**src/pkg/blmc_pkg.sv**
```systemverilog
// Purpose: shared constants and types for the bus lock / fatal check block
// Assumes: one bus clock, active-low bus pins modelled as open drain
// Notes:   timing counts are in bus clocks
package blmc_pkg;
	// lock sequencer states
	typedef enum logic [1:0] {
		BLMC_IDLE,
		BLMC_LOCKED,
		BLMC_DRAIN
	} blmc_lock_st_t;

	// fatal check pulse length, in bus clocks
	localparam int unsigned FATAL_PULSE_CLKS = 2;
	localparam logic [3:0]  FATAL_CNT_RST    = 4'h0;
	// config bit positions of the fatal check enable word
	localparam int unsigned CFG_EN_BIT       = 0;
	localparam int unsigned CFG_INT_BIT      = 1;
	localparam int unsigned CFG_INIT_BIT     = 2;
	localparam int unsigned CFG_OBS_BIT      = 3;
	localparam int unsigned CFG_W            = 4;
endpackage : blmc_pkg

```
**src/pkg/blmc_err_if.sv**
```systemverilog
// Purpose: carries error events from the main block to the pulse driver
// Assumes: single bus clock domain
// Notes:   fire is a one-cycle request
`timescale 1ns/100ps
`default_nettype none
interface blmc_err_if;
	logic fire;   // request a fatal check pulse
	logic active; // pulse being driven
	modport src (output fire, input active);
	modport drv (input fire, output active);
endinterface : blmc_err_if
`default_nettype wire

```
**src/rtl/blmc_pulse.sv**
```systemverilog
// Purpose: drives the shared fatal check line for a fixed pulse
// Assumes: fire is synchronous to core_clk
// Notes:   a new fire during a pulse restarts the count
`timescale 1ns/100ps
`default_nettype none
module blmc_pulse (
	input  wire logic core_clk,
	input  wire logic resetn,
	blmc_err_if.drv   err
);
	logic [3:0] cnt_ff;
	logic [3:0] nxt_cnt;

	// reload on request, else count down
	always_comb begin
		nxt_cnt = cnt_ff;
		if (err.fire) begin
			nxt_cnt = 4'(blmc_pkg::FATAL_PULSE_CLKS);
		end else if (cnt_ff != 4'h0) begin
			nxt_cnt = cnt_ff - 4'h1;
		end
	end

	always_ff @(posedge core_clk or negedge resetn) begin
		if (!resetn) begin
			cnt_ff <= blmc_pkg::FATAL_CNT_RST;
		end else begin
			cnt_ff <= nxt_cnt;
		end
	end

	assign err.active = (cnt_ff != 4'h0);
endmodule : blmc_pulse
`default_nettype wire

```
**src/rtl/blmc_top.sv**
```systemverilog
// Purpose: lock indication and fatal check signalling for the front bus
// Assumes: bus pins are open drain, output enable high while pulling low
// Notes:   arbitration itself is outside; this block only signals
`timescale 1ns/100ps
`default_nettype none

////////////////////////////////////////////////////////////////////////////
module blmc_top (
	input  wire logic                 core_clk,
	input  wire logic                 resetn,
	// lock requests from the core side
	input  wire logic                 lock_start,
	input  wire logic                 lock_last_done,
	output logic                      bus_owned,
	// priority request pin, seen only
	input  wire logic                 priority_owner_req_n,
	output logic                      priority_seen,
	// lock pin
	input  wire logic                 lock_in_n,
	output logic                      lock_out_n,
	output logic                      lock_oe,
	// fatal check pin
	input  wire logic                 fatal_check_err_in_n,
	output logic                      fatal_check_err_out_n,
	output logic                      fatal_check_err_oe,
	output logic                      fatal_seen,
	// error events and configuration
	input  wire logic [blmc_pkg::CFG_W-1:0] fatal_cfg,
	input  wire logic                 int_error,
	input  wire logic                 init_txn_error,
	input  wire logic                 obs_txn_error,
	output logic                      internal_fault_n
);
	blmc_err_if err_bus ();

	////////////////////////////////////////////////////////////////////////
	// pin synchronisers; first stage read by second stage only
	// lock pin echo feeds only the checks; the sequencer trusts its own flop
	logic [2:0] sync1_ff;
	logic [2:0] sync2_ff;
	always_ff @(posedge core_clk or negedge resetn) begin
		if (!resetn) begin
			sync1_ff <= 3'h7;
			sync2_ff <= 3'h7;
		end else begin
			sync1_ff <= {fatal_check_err_in_n, lock_in_n,
				priority_owner_req_n};
			sync2_ff <= sync1_ff;
		end
	end
	assign priority_seen = ~sync2_ff[0];
	assign fatal_seen    = ~sync2_ff[2];

	////////////////////////////////////////////////////////////////////////
	// lock sequencer
	blmc_pkg::blmc_lock_st_t st_ff;
	blmc_pkg::blmc_lock_st_t nxt_st;
	logic                    lock_ff;
	logic                    nxt_lock;

	// lock drops only after the last transaction ends
	always_comb begin
		nxt_st   = st_ff;
		nxt_lock = lock_ff;
		case (st_ff)
			blmc_pkg::BLMC_IDLE: begin
				if (lock_start) begin
					nxt_st   = blmc_pkg::BLMC_LOCKED;
					nxt_lock = 1'b1;
				end
			end
			blmc_pkg::BLMC_LOCKED: begin
				if (lock_last_done) begin
					nxt_st   = blmc_pkg::BLMC_DRAIN;
					nxt_lock = 1'b0;
				end
			end
			blmc_pkg::BLMC_DRAIN: begin
				// one idle clock so the priority agent can see release
				nxt_st = blmc_pkg::BLMC_IDLE;
			end
			default: begin
				nxt_st   = blmc_pkg::BLMC_IDLE;
				nxt_lock = 1'b0;
			end
		endcase
	end

	always_ff @(posedge core_clk or negedge resetn) begin
		if (!resetn) begin
			st_ff   <= blmc_pkg::BLMC_IDLE;
			lock_ff <= 1'b0;
		end else begin
			st_ff   <= nxt_st;
			lock_ff <= nxt_lock;
		end
	end

	assign lock_out_n = 1'b0;
	assign lock_oe    = lock_ff;
	// owner keeps bus through lock; priority agent waits on our lock
	assign bus_owned  = lock_ff;

	////////////////////////////////////////////////////////////////////////
	// internal fault latch and fatal check requests
	logic ifault_ff;
	logic nxt_ifault;
	logic fire;

	always_comb begin
		nxt_ifault = ifault_ff | int_error;
	end

	always_ff @(posedge core_clk or negedge resetn) begin
		if (!resetn) begin
			ifault_ff <= 1'b0;
		end else begin
			ifault_ff <= nxt_ifault;
		end
	end
	assign internal_fault_n = ~ifault_ff;

	// master enable gates the optional sources; observer always reports
	assign fire = (fatal_cfg[blmc_pkg::CFG_EN_BIT] & (
		(fatal_cfg[blmc_pkg::CFG_INT_BIT] & int_error) |
		(fatal_cfg[blmc_pkg::CFG_INIT_BIT] & init_txn_error))) |
		obs_txn_error;
	assign err_bus.fire = fire;

	blmc_pulse u_pulse (
		.core_clk (core_clk),
		.resetn   (resetn),
		.err      (err_bus.drv)
	);

	assign fatal_check_err_out_n = 1'b0;
	assign fatal_check_err_oe    = err_bus.active;
endmodule : blmc_top
`default_nettype wire

```
**config.mk**
```make
export PLATFORM = sky130hd
export DESIGN_NAME = blmc_top
export DESIGN_NICKNAME = d
export VERILOG_FILES = /design/src/pkg/blmc_pkg.sv /design/src/pkg/blmc_err_if.sv /design/src/rtl/blmc_pulse.sv /design/src/rtl/blmc_top.sv
export SDC_FILE = /design/constraint.sdc
export NUM_CORES = 1
export LEC_CHECK = 0
export ABC_AREA = 1
export BUFFER_PORTS_ARGS = -buffer_cell sky130_fd_sc_hd__buf_2
export CAP_MARGIN = 0
export CORE_AREA = 2 2 39 41
export CTS_BUF_LIST = sky130_fd_sc_hd__clkbuf_2
export DETAILED_ROUTE_END_ITERATION = 10
export DIE_AREA = 0 0 41 43
export HOLD_SLACK_MARGIN = 0.12
export PLACE_DENSITY = 0.7
export SYNTH_ARGS = -nofsm -noshare
export SYNTH_HDL_FRONTEND = slang
export SYNTH_SLANG_ARGS = --single-unit
```
**constraint.sdc**
```tcl
create_clock -name core_clk -period 1.1 [get_ports core_clk]
set_input_delay 0.11 -clock core_clk [delete_from_list [all_inputs] [get_ports core_clk]]
set_output_delay 0.11 -clock core_clk [all_outputs]
set_load 0.03 [all_outputs]
```
### Word level (Yosys, flattened, before mapping)

Index checks and enable logic that the tools add are counted.

| storage, ports and cells | value |
|---|---|
| register bits | 14 |
| logic and storage cells | 34 |
| output and inout bits | 8 |
| bits of input ports | 14 |

| operators by class | value |
|---|---|
| reduce and logical (&&, ||, !) cells | 5 |
| add/subtract/negate cells | 1 |
| muxes and demuxes | 8 |
| bitwise operators | 10 |
| eq/ne operators | 4 |

Operator list:

| operator | number |
|---|---|
| 2-to-1 mux 4 bit | 2 |
| 2-to-1 mux 2 bit | 2 |
| inequality test 2 bit (second input constant) | 2 |
| NOT 1 bit | 4 |
| case mux 2 bit (2 select lines) | 1 |
| nonzero test 4 bit | 1 |
| subtractor 4 x 1 -> 4 bit (second input constant) | 1 |
| AND 1 bit | 3 |
| OR 1 bit | 3 |
| case mux 1 bit (3 select lines) | 1 |
| AND reduction 3 bit | 1 |
| equality test 2 x 1 -> 1 bit (second input constant) | 1 |
| equality test 2 bit (second input constant) | 1 |
| logical NOT 2 bit | 1 |
| 2-to-1 mux 1 bit | 2 |
| AND reduction 2 bit | 1 |
| nonzero test 2 bit | 1 |

### Logic depth before layout (Yosys ltp)

Gate-level depths: netlist (run 1).

| logic depth | value |
|---|---|
| depth after elaboration | 5 |
| mapped depth | 7 |

### Cells and area by module

From an unflattened synthesis (run 1), not the netlist that was laid out.

| unflattened totals | value |
|---|---|
| cells, all modules | 58 |
| area, all modules | 528.0 um2 |

By module, submodules not included:

| module | area each (um2) | sequential area each (um2) | cells each | instances |
|---|---|---|---|---|
| blmc_top | 315.3 | 205.2 | 32 | 1 |
| blmc_pulse | 212.7 | 100.1 | 26 | 1 |

### Worst setup path before layout (run 1)

Ideal clock, no wire load.

| timing path | value |
|---|---|
| kind | register to register |
| start | register u_pulse.cnt_ff[0] |
| end | register u_pulse.cnt_ff[1] |
| required time | 0.978 ns |
| stages on the path, launching flop included | 6 |
| data arrival time | 1.062 ns |
| library setup time | 0.122 ns |
| path slack | -0.084 ns |
| path buffers | 0 |
| cell sequence | dfrtp_1 > inv_1 > ha_1 > nand2_2 > o21ai_1 > nand2_1 |

RTL lines:

| element | line | text |
|---|---|---|
| start, declared | blmc_pulse.sv:11 | `logic [3:0] cnt_ff;` |
| start signal, assigned | blmc_pulse.sv:26 | `cnt_ff <= blmc_pkg::FATAL_CNT_RST;` |
| start signal, assigned | blmc_pulse.sv:28 | `cnt_ff <= nxt_cnt;` |
| nonzero test 4 bit | -- |  |
| via fatal_check_err_oe | blmc_top.sv:25 | `output logic fatal_check_err_oe,` |
| nonzero test 2 bit (no source line) | -- |  |

The timed path passes the listed nets, and every way through them passes these cells. The select of a mux whose other input is x is not followed.
A chain may end at the register's enable or synchronous reset.

### Final worst setup path (run 1)

| timing path | value |
|---|---|
| start | register u_pulse.cnt_ff[0] |
| end | register u_pulse.cnt_ff[0] |

| on the way | value |
|---|---|
| word-level cells in the longest chain between the ends | 3 |

RTL lines:

| element | line | text |
|---|---|---|
| subtractor 4 x 1 -> 4 bit | blmc_pulse.sv:20 | `nxt_cnt = cnt_ff - 4'h1;` |
| 2-to-1 mux 4 bit | blmc_pulse.sv:19 | `end else if (cnt_ff != 4'h0) begin` |
| 2-to-1 mux 4 bit | blmc_pulse.sv:17 | `if (err.fire) begin` |

Parallel ways exist; a longest one is shown, timed or not. The select of a mux whose other input is x is not followed.

==> results of run 1 <==
[critical path, stage by stage (launching register included)]
cell     delay (ns)
dfrtp_1        0.42
inv_2          0.08
ha_4           0.14
nand2_4        0.05
buf_4          0.13
buf_6          0.11
nand2_2        0.05
nand2_2        0.04
nand2_1        0.05
inv_1          0.04
[through the flow]
step	power [mW]	hold WS, ns	setup slack, ns
after floorplan	0.886	-0.186	0.0245
after global routing	1.47	0.203	-0.183
final	1.35	0.181	-0.100
after global placement	0.966	-0.00805	0.0789
after detailed placement	0.981	-0.00683	0.0516
after CTS	1.29	0.179	-0.103
[cells by family after synthesis]
family,after synthesis
AO/OA/AOI/OAI,4
adder cells (fa/ha/maj),1
buffers and inverters,15
flip-flops,12
other,1
AND/OR/NAND/NOR,30
[report_power, final]
group	internal [mW]	switching [mW]
clock	0.0789	0.141
sequential	0.511	0.0484
combinational	0.260	0.316
[cell usage in the layout (no fill, tap or decap)]
| master | Yosys | layout |
|---|---|---|
| o21ai_2 | 0 | 1 |
| inv_2 | 0 | 5 |
| buf_6 | 0 | 5 |
| o21ai_0 | 2 | 1 |
| dlygate4sd3_1 | 0 | 8 |
| clkinv_1 | 0 | 1 |
| nand2_2 | 2 | 3 |
| dfstp_2 | 4 | 4 |
| clkbuf_2 | 0 | 3 |
| clkbuf_4 | 0 | 1 |
| nor3b_1 | 1 | 1 |
| dfrtp_1 | 8 | 8 |
| a21oi_1 | 1 | 1 |
| o21ai_1 | 1 | 1 |
| ha_4 | 0 | 1 |
| buf_2 | 0 | 13 |
| buf_4 | 3 | 6 |
| conb_1 | 1 | 2 |
| nand2_1 | 17 | 15 |
| nor2_1 | 5 | 5 |
| inv_1 | 12 | 7 |
| nand2_4 | 0 | 1 |
| or2_2 | 1 | 1 |
| nor2_4 | 0 | 1 |
| nand3_1 | 3 | 3 |
[cell type report]
cell class / instances / area [um^2]
clock buffers: 3 / 15.0
clock inverters: 1 / 3.75
fillers: 108 / 539
inverters: 12 / 45.0
multi-input cells: 37 / 201
flip-flops and latches: 12 / 305
well taps: 16 / 20.0
repair buffers: 33 / 254
[final timing paths]
check / to / slack (ns) / cells after the start / start
max reg2reg: u_pulse.cnt_ff[0]$_DFFE_PN0P_ / -0.10 / 9 / u_pulse.cnt_ff[0]$_DFFE_PN0P_
min reg2reg: sync2_ff[2]$_DFF_PN1_ / 0.36 / 0 / sync1_ff[2]$_DFF_PN1_
min: u_pulse.cnt_ff[1]$_DFFE_PN0P_ / 0.18 / 5 / fatal_cfg[1]
max in group asynchronous: sync1_ff[2]$_DFF_PN1_ / 0.61 / 2 / resetn
max: u_pulse.cnt_ff[0]$_DFFE_PN0P_ / -0.10 / 9 / u_pulse.cnt_ff[0]$_DFFE_PN0P_
min in group asynchronous: u_pulse.cnt_ff[1]$_DFFE_PN0P_ / 0.23 / 2 / resetn
[metal layers]
layer / vias to the layer above / track usage (%)
li1: 253 / -
met1: 227 / 17.6
met2: 21 / 23.8
met3: 4 / 6.81
met4: 0 / 12.0
met5: - / 0
[sequential cells by signal, indices dropped and copies added (netlist names)]
signal	cells
sync1_ff	2
sync2_ff	2
ifault_ff	1
u_pulse.cnt_ff	4
st_ff	2
bus_owned	1
[what timing repair did]
action | in CTS | in global routing
pin swaps | 1 | 3
cloned | 0 | 0
buffers inserted | 4 | 4
hold buffers | 8 | 0
endpoints found under the hold margin | 22 | 0
resized for setup | 9 | 10
endpoints found under the setup margin | 3 | 8
==> results.txt, run 1 <==
HP Class = input pin to flop
power per cell area = 1600 nW/um^2
Fin. Hold Viols = 0
Reg clk slew, reported paths = 0.11 ns
DRC violations left = 0
Highest Signal Layer = met4
Critical Path AT = 1.37 ns
asr flop ratio synth = 100%
min Tclk post-route = 1.20 ns
HPWL after DPL = 707 um
Yosys Warn Count = 0
Synth Area in Compound Gates = 3.71%
Post-synth top cells = nand2_1, inv_1, dfrtp_1, nor2_1, dfstp_2
metal2 WL = 600 um
main combinational cell family by area after synthesis = simple AND/OR/NAND/NOR gates
Setup TNS = -0.429 ns
max_cap viols = 0
Final WS setup = -0.100 ns
CTS tree = built
share of layout cells above drive strength 1 = 45.9%
Pins Over Slew Limit = 0
CORE AREA = 1380 um^2
mapped cell area = 539 um^2
TritonRoute pass-1 iters = 4
port bufs = 17
ANT nets after route = 0
outcome = finished with violations
clk_skew = 0.00235 ns
number of vias per cell = 4.43
#FFs+latches synth = 12
ys flop type = dfrtp_1
pin count of the biggest net entering global routing = 13
Post-Synth Adder-Cell Area = 2.32%
Inserted Diodes = 0
CTS sink cnt = 12
# H-tree levels = 1
post-route insts no fill = 114
row count = 14
Worst setup SP type = flop
WP data required = 1.27 ns
starting density of the core = 39.0%
met1 wire length = 431 um
Final Util = 61.0%
Gate Count Post-Synth = 63
RSZ-0062 raised after global routing = yes
I/O Pins = 22
CTS Buffer Depth = 2
grt ovf = 0
Max Fclk = 833 MHz
syn_area_per_cell = 8.56 um^2
clock latency at the later pin of the worst-skew pair = 0.26 ns
die width = 41 um
# setup viols final = 5
DRT iter0 DRCs = 6
Die ar. = 1760 um^2
met3 wire length = 43 um
crit path max fanout = 3
wirelength, routed = 1.11 mm
failing checks = setup timing
post-DR wirelength/cell = 9.71 um
Area Growth Syn to Fin = 56.6%
Finished Cell Area = 845 um^2
GRT Util Overall = 16.2%
initial antenna violation count = 0
global-route wire length before repair = 1.79 mm
leak pwr = 0.449 nW
via count = 505
crit path capture type = flop
Post-Synth XOR/XNOR Area = 0%
Die Ht = 43 um
share of the synthesized area in the top cell type = 37.1%
post-synthesis mux area share = 0%
Root Driver = clkbuf_2
register area share after synthesis = 56.6%
maximum vdd drop = 0.839 mV
Post-synth EDFFs = 0
# nets final = 114
placed cell count = 95
Post-Place Cell Area = 651 um^2
Tcrit/Tclk final = 109%
vias in the first global route = 465
Crit Path Category = flop to flop
simple-gate share of the synthesized area = 24.1%
most frequent cell after synthesis = nand2_1
cell taking the most area after synthesis = dfrtp_1
CTS Buf Count = 3
Synth area leaders = dfrtp_1, dfstp_2, nand2_1
synth unique cells = 16
gp weighted congestion = 0.745
Note: power is estimated with default switching activity, not from simulation.
==> inputs of run 2 (changes only) <==
--- a/config.mk
+++ b/config.mk
@@ -6,14 +6,14 @@
 export NUM_CORES = 1
 export LEC_CHECK = 0
 export ABC_AREA = 1
-export BUFFER_PORTS_ARGS = -buffer_cell sky130_fd_sc_hd__buf_2
+export BUFFER_PORTS_ARGS = -buffer_cell sky130_fd_sc_hd__clkbuf_2
 export CAP_MARGIN = 0
 export CORE_AREA = 2 2 39 41
 export CTS_BUF_LIST = sky130_fd_sc_hd__clkbuf_2
 export DETAILED_ROUTE_END_ITERATION = 10
 export DIE_AREA = 0 0 41 43
 export HOLD_SLACK_MARGIN = 0.12
-export PLACE_DENSITY = 0.7
+export PLACE_DENSITY = 0.67
 export SYNTH_ARGS = -nofsm -noshare
 export SYNTH_HDL_FRONTEND = slang
 export SYNTH_SLANG_ARGS = --single-unit
==> constraint.sdc (replaced) <==
create_clock -name core_clk -period 1.3 [get_ports core_clk]
set_input_delay 0.39 -clock core_clk [delete_from_list [all_inputs] [get_ports core_clk]]
set_output_delay 0.39 -clock core_clk [all_outputs]
set_load 0.03 [all_outputs]
==> results.txt, run 2 (synthesized netlist as in run 1, its figures left out) <==
Die Ht = 43 um
port bufs = 17
Die ar. = 1760 um^2
leak pwr = 0.410 nW
placed cell count = 97
post-DR wirelength/cell = 9.27 um
I/O Pins = 22
Critical Path AT = 1.08 ns
Crit Path Category = flop to output pin
worst setup path endpoint = fatal_check_err_oe
Reg2Reg Launch Point = u_pulse.cnt_ff[1]$_DFFE_PN0P_
GR peak layer = met2
row count = 14
clk_skew = 0.000722 ns
CTS Buffer Depth = 2
CTS tree = built
pin count of the biggest net entering global routing = 13
Crit Reg-Reg Endpoint = u_pulse.cnt_ff[3]$_DFFE_PN0P_
outcome = finished with violations
global-route wire length before repair = 1.52 mm
Reg with most FFs = u_pulse.cnt_ff
Inserted Diodes = 0
TritonRoute pass-1 iters = 3
GRT Util Overall = 13.6%
min Tclk post-route = 1.47 ns
commonest non-fill, non-tap cell in the layout = nand2_1
crit path max fanout = 2
Tcrit/Tclk final = 113%
CTS sink cnt = 12
crit path max-delay cell type = dfrtp_1
commonest non-fill, non-tap cells in the layout = nand2_1, clkbuf_2, dfrtp_1, inv_1, buf_4
power per cell area = 1450 nW/um^2
initial antenna violation count = 0
max reg flops = 4
vias in the first global route = 403
Final WS setup = -0.169 ns
Final Util = 53.9%
Root Driver = clkbuf_2
GRT met3 Usage = 3.66%
post-route insts no fill = 104
starting density of the core = 39.0%
# H-tree levels = 1
DRC violations left = 0
CORE AREA = 1380 um^2
die width = 41 um
Worst Setup SP = u_pulse.cnt_ff[1]$_DFFE_PN0P_
Fin. Hold Viols = 0
r2r setup slk = 0.09 ns
max_cap viols = 0
RSZ-0062 raised after global routing = yes
DP Worst Slack = 0.0441 ns
ANT nets after route = 0
clock latency at the later pin of the worst-skew pair = 0.25 ns
crit path capture type = output pin
Max Fclk = 681 MHz
gp weighted congestion = 0.628
CTS Buf Count = 3
Worst setup SP type = flop
Critical Path Max Stage Delay = 0.41 ns
met1 usage = 15.0%
failing checks = setup timing
Post-Place Cell Area = 648 um^2
HP Class = input pin to flop
wirelength, routed = 964 um
HPWL after DPL = 681 um
# nets final = 105
Reg clk slew, reported paths = 0.10 ns
grt ovf = 0
met2 usage = 20.9%
number of vias per cell = 4.32
worst hold slack = 0.206 ns
WP data required = 0.91 ns
share of layout cells above drive strength 1 = 45.5%
via count = 449
maximum vdd drop = 0.599 mV
DRT iter0 DRCs = 2
CP Cell Sequence = inv_2 -> ha_4 -> nand2_4 -> buf_8
Finished Cell Area = 746 um^2
Area Growth Syn to Fin = 38.3%
Pins Over Slew Limit = 0
# setup viols final = 3
worst r2r path cells = 9
[run 2: layer usage]
layer	wire length, um	share of wire [%]	vias to the layer above
met5	0	0	-
met2	478	50	14
met4	25	2.6	0
li1	-	-	230
met1	408	42	201
met3	51	5.3	4
[run 2: how the worst min path moves through the flow]
| stage | start | end | slack, ns | depth (start not counted) |
|---|---|---|---|---|
| after floorplan | resetn | bus_owned$_DFFE_PN0P_ | 0.09 | 0 |
| after global placement | resetn | st_ff[1]$_DFFE_PN0P_ | 0.28 | 1 |
| after detailed placement | resetn | st_ff[1]$_DFFE_PN0P_ | 0.28 | 1 |
| after CTS | priority_owner_req_n | sync1_ff[0]$_DFF_PN1_ | 0.19 | 1 |
| after global routing | fatal_check_err_in_n | sync1_ff[2]$_DFF_PN1_ | 0.18 | 1 |
| final | fatal_check_err_in_n | sync1_ff[2]$_DFF_PN1_ | 0.21 | 1 |
[run 2: critical path: cells and delay by family, from the launching register on]
family                     cells  cell delay, ns
DFF                            1            0.41
buffers and inverters          2            0.22
adders and majority gates      1            0.15
and+or+nand+nor                1            0.06
[run 2: repair_timing]
action / CTS / global route
setup buffers: 2 / 1
hold endpoints to repair: 8 / 0
pin swaps: 1 / 2
setup endpoints to repair: 3 / 6
hold buffers: 1 / 0
gates resized for setup: 12 / 9
[run 2: where the power goes]
part	switching [mW]	internal, mW	leakage [nW]
Sequential	0.0374	0.432	0.138
Combinational	0.250	0.190	0.259
Clock	0.109	0.0630	0.0125
Total	0.396	0.685	0.410
[run 2: layout make-up]
| class | instances | area, um^2 |
|---|---|---|
| clock buffer | 3 | 15.0 |
| fill | 133 | 638 |
| inverter | 12 | 45.0 |
| multi-input combinational | 37 | 188 |
| sequential | 12 | 305 |
| tap | 16 | 20.0 |
| timing repair buffer | 24 | 173 |
[run 2: stage by stage]
| step | power (mW) | setup TNS (ns) |
|---|---|---|
| 2_1_floorplan | 0.726 | 0 |
| 3_3_place_gp | 0.811 | 0 |
| 3_5_place_dp | 0.824 | 0 |
| 4_1_cts | 1.05 | -0.314 |
| 5_1_grt | 1.16 | -0.408 |
| 6_report | 1.08 | -0.256 |
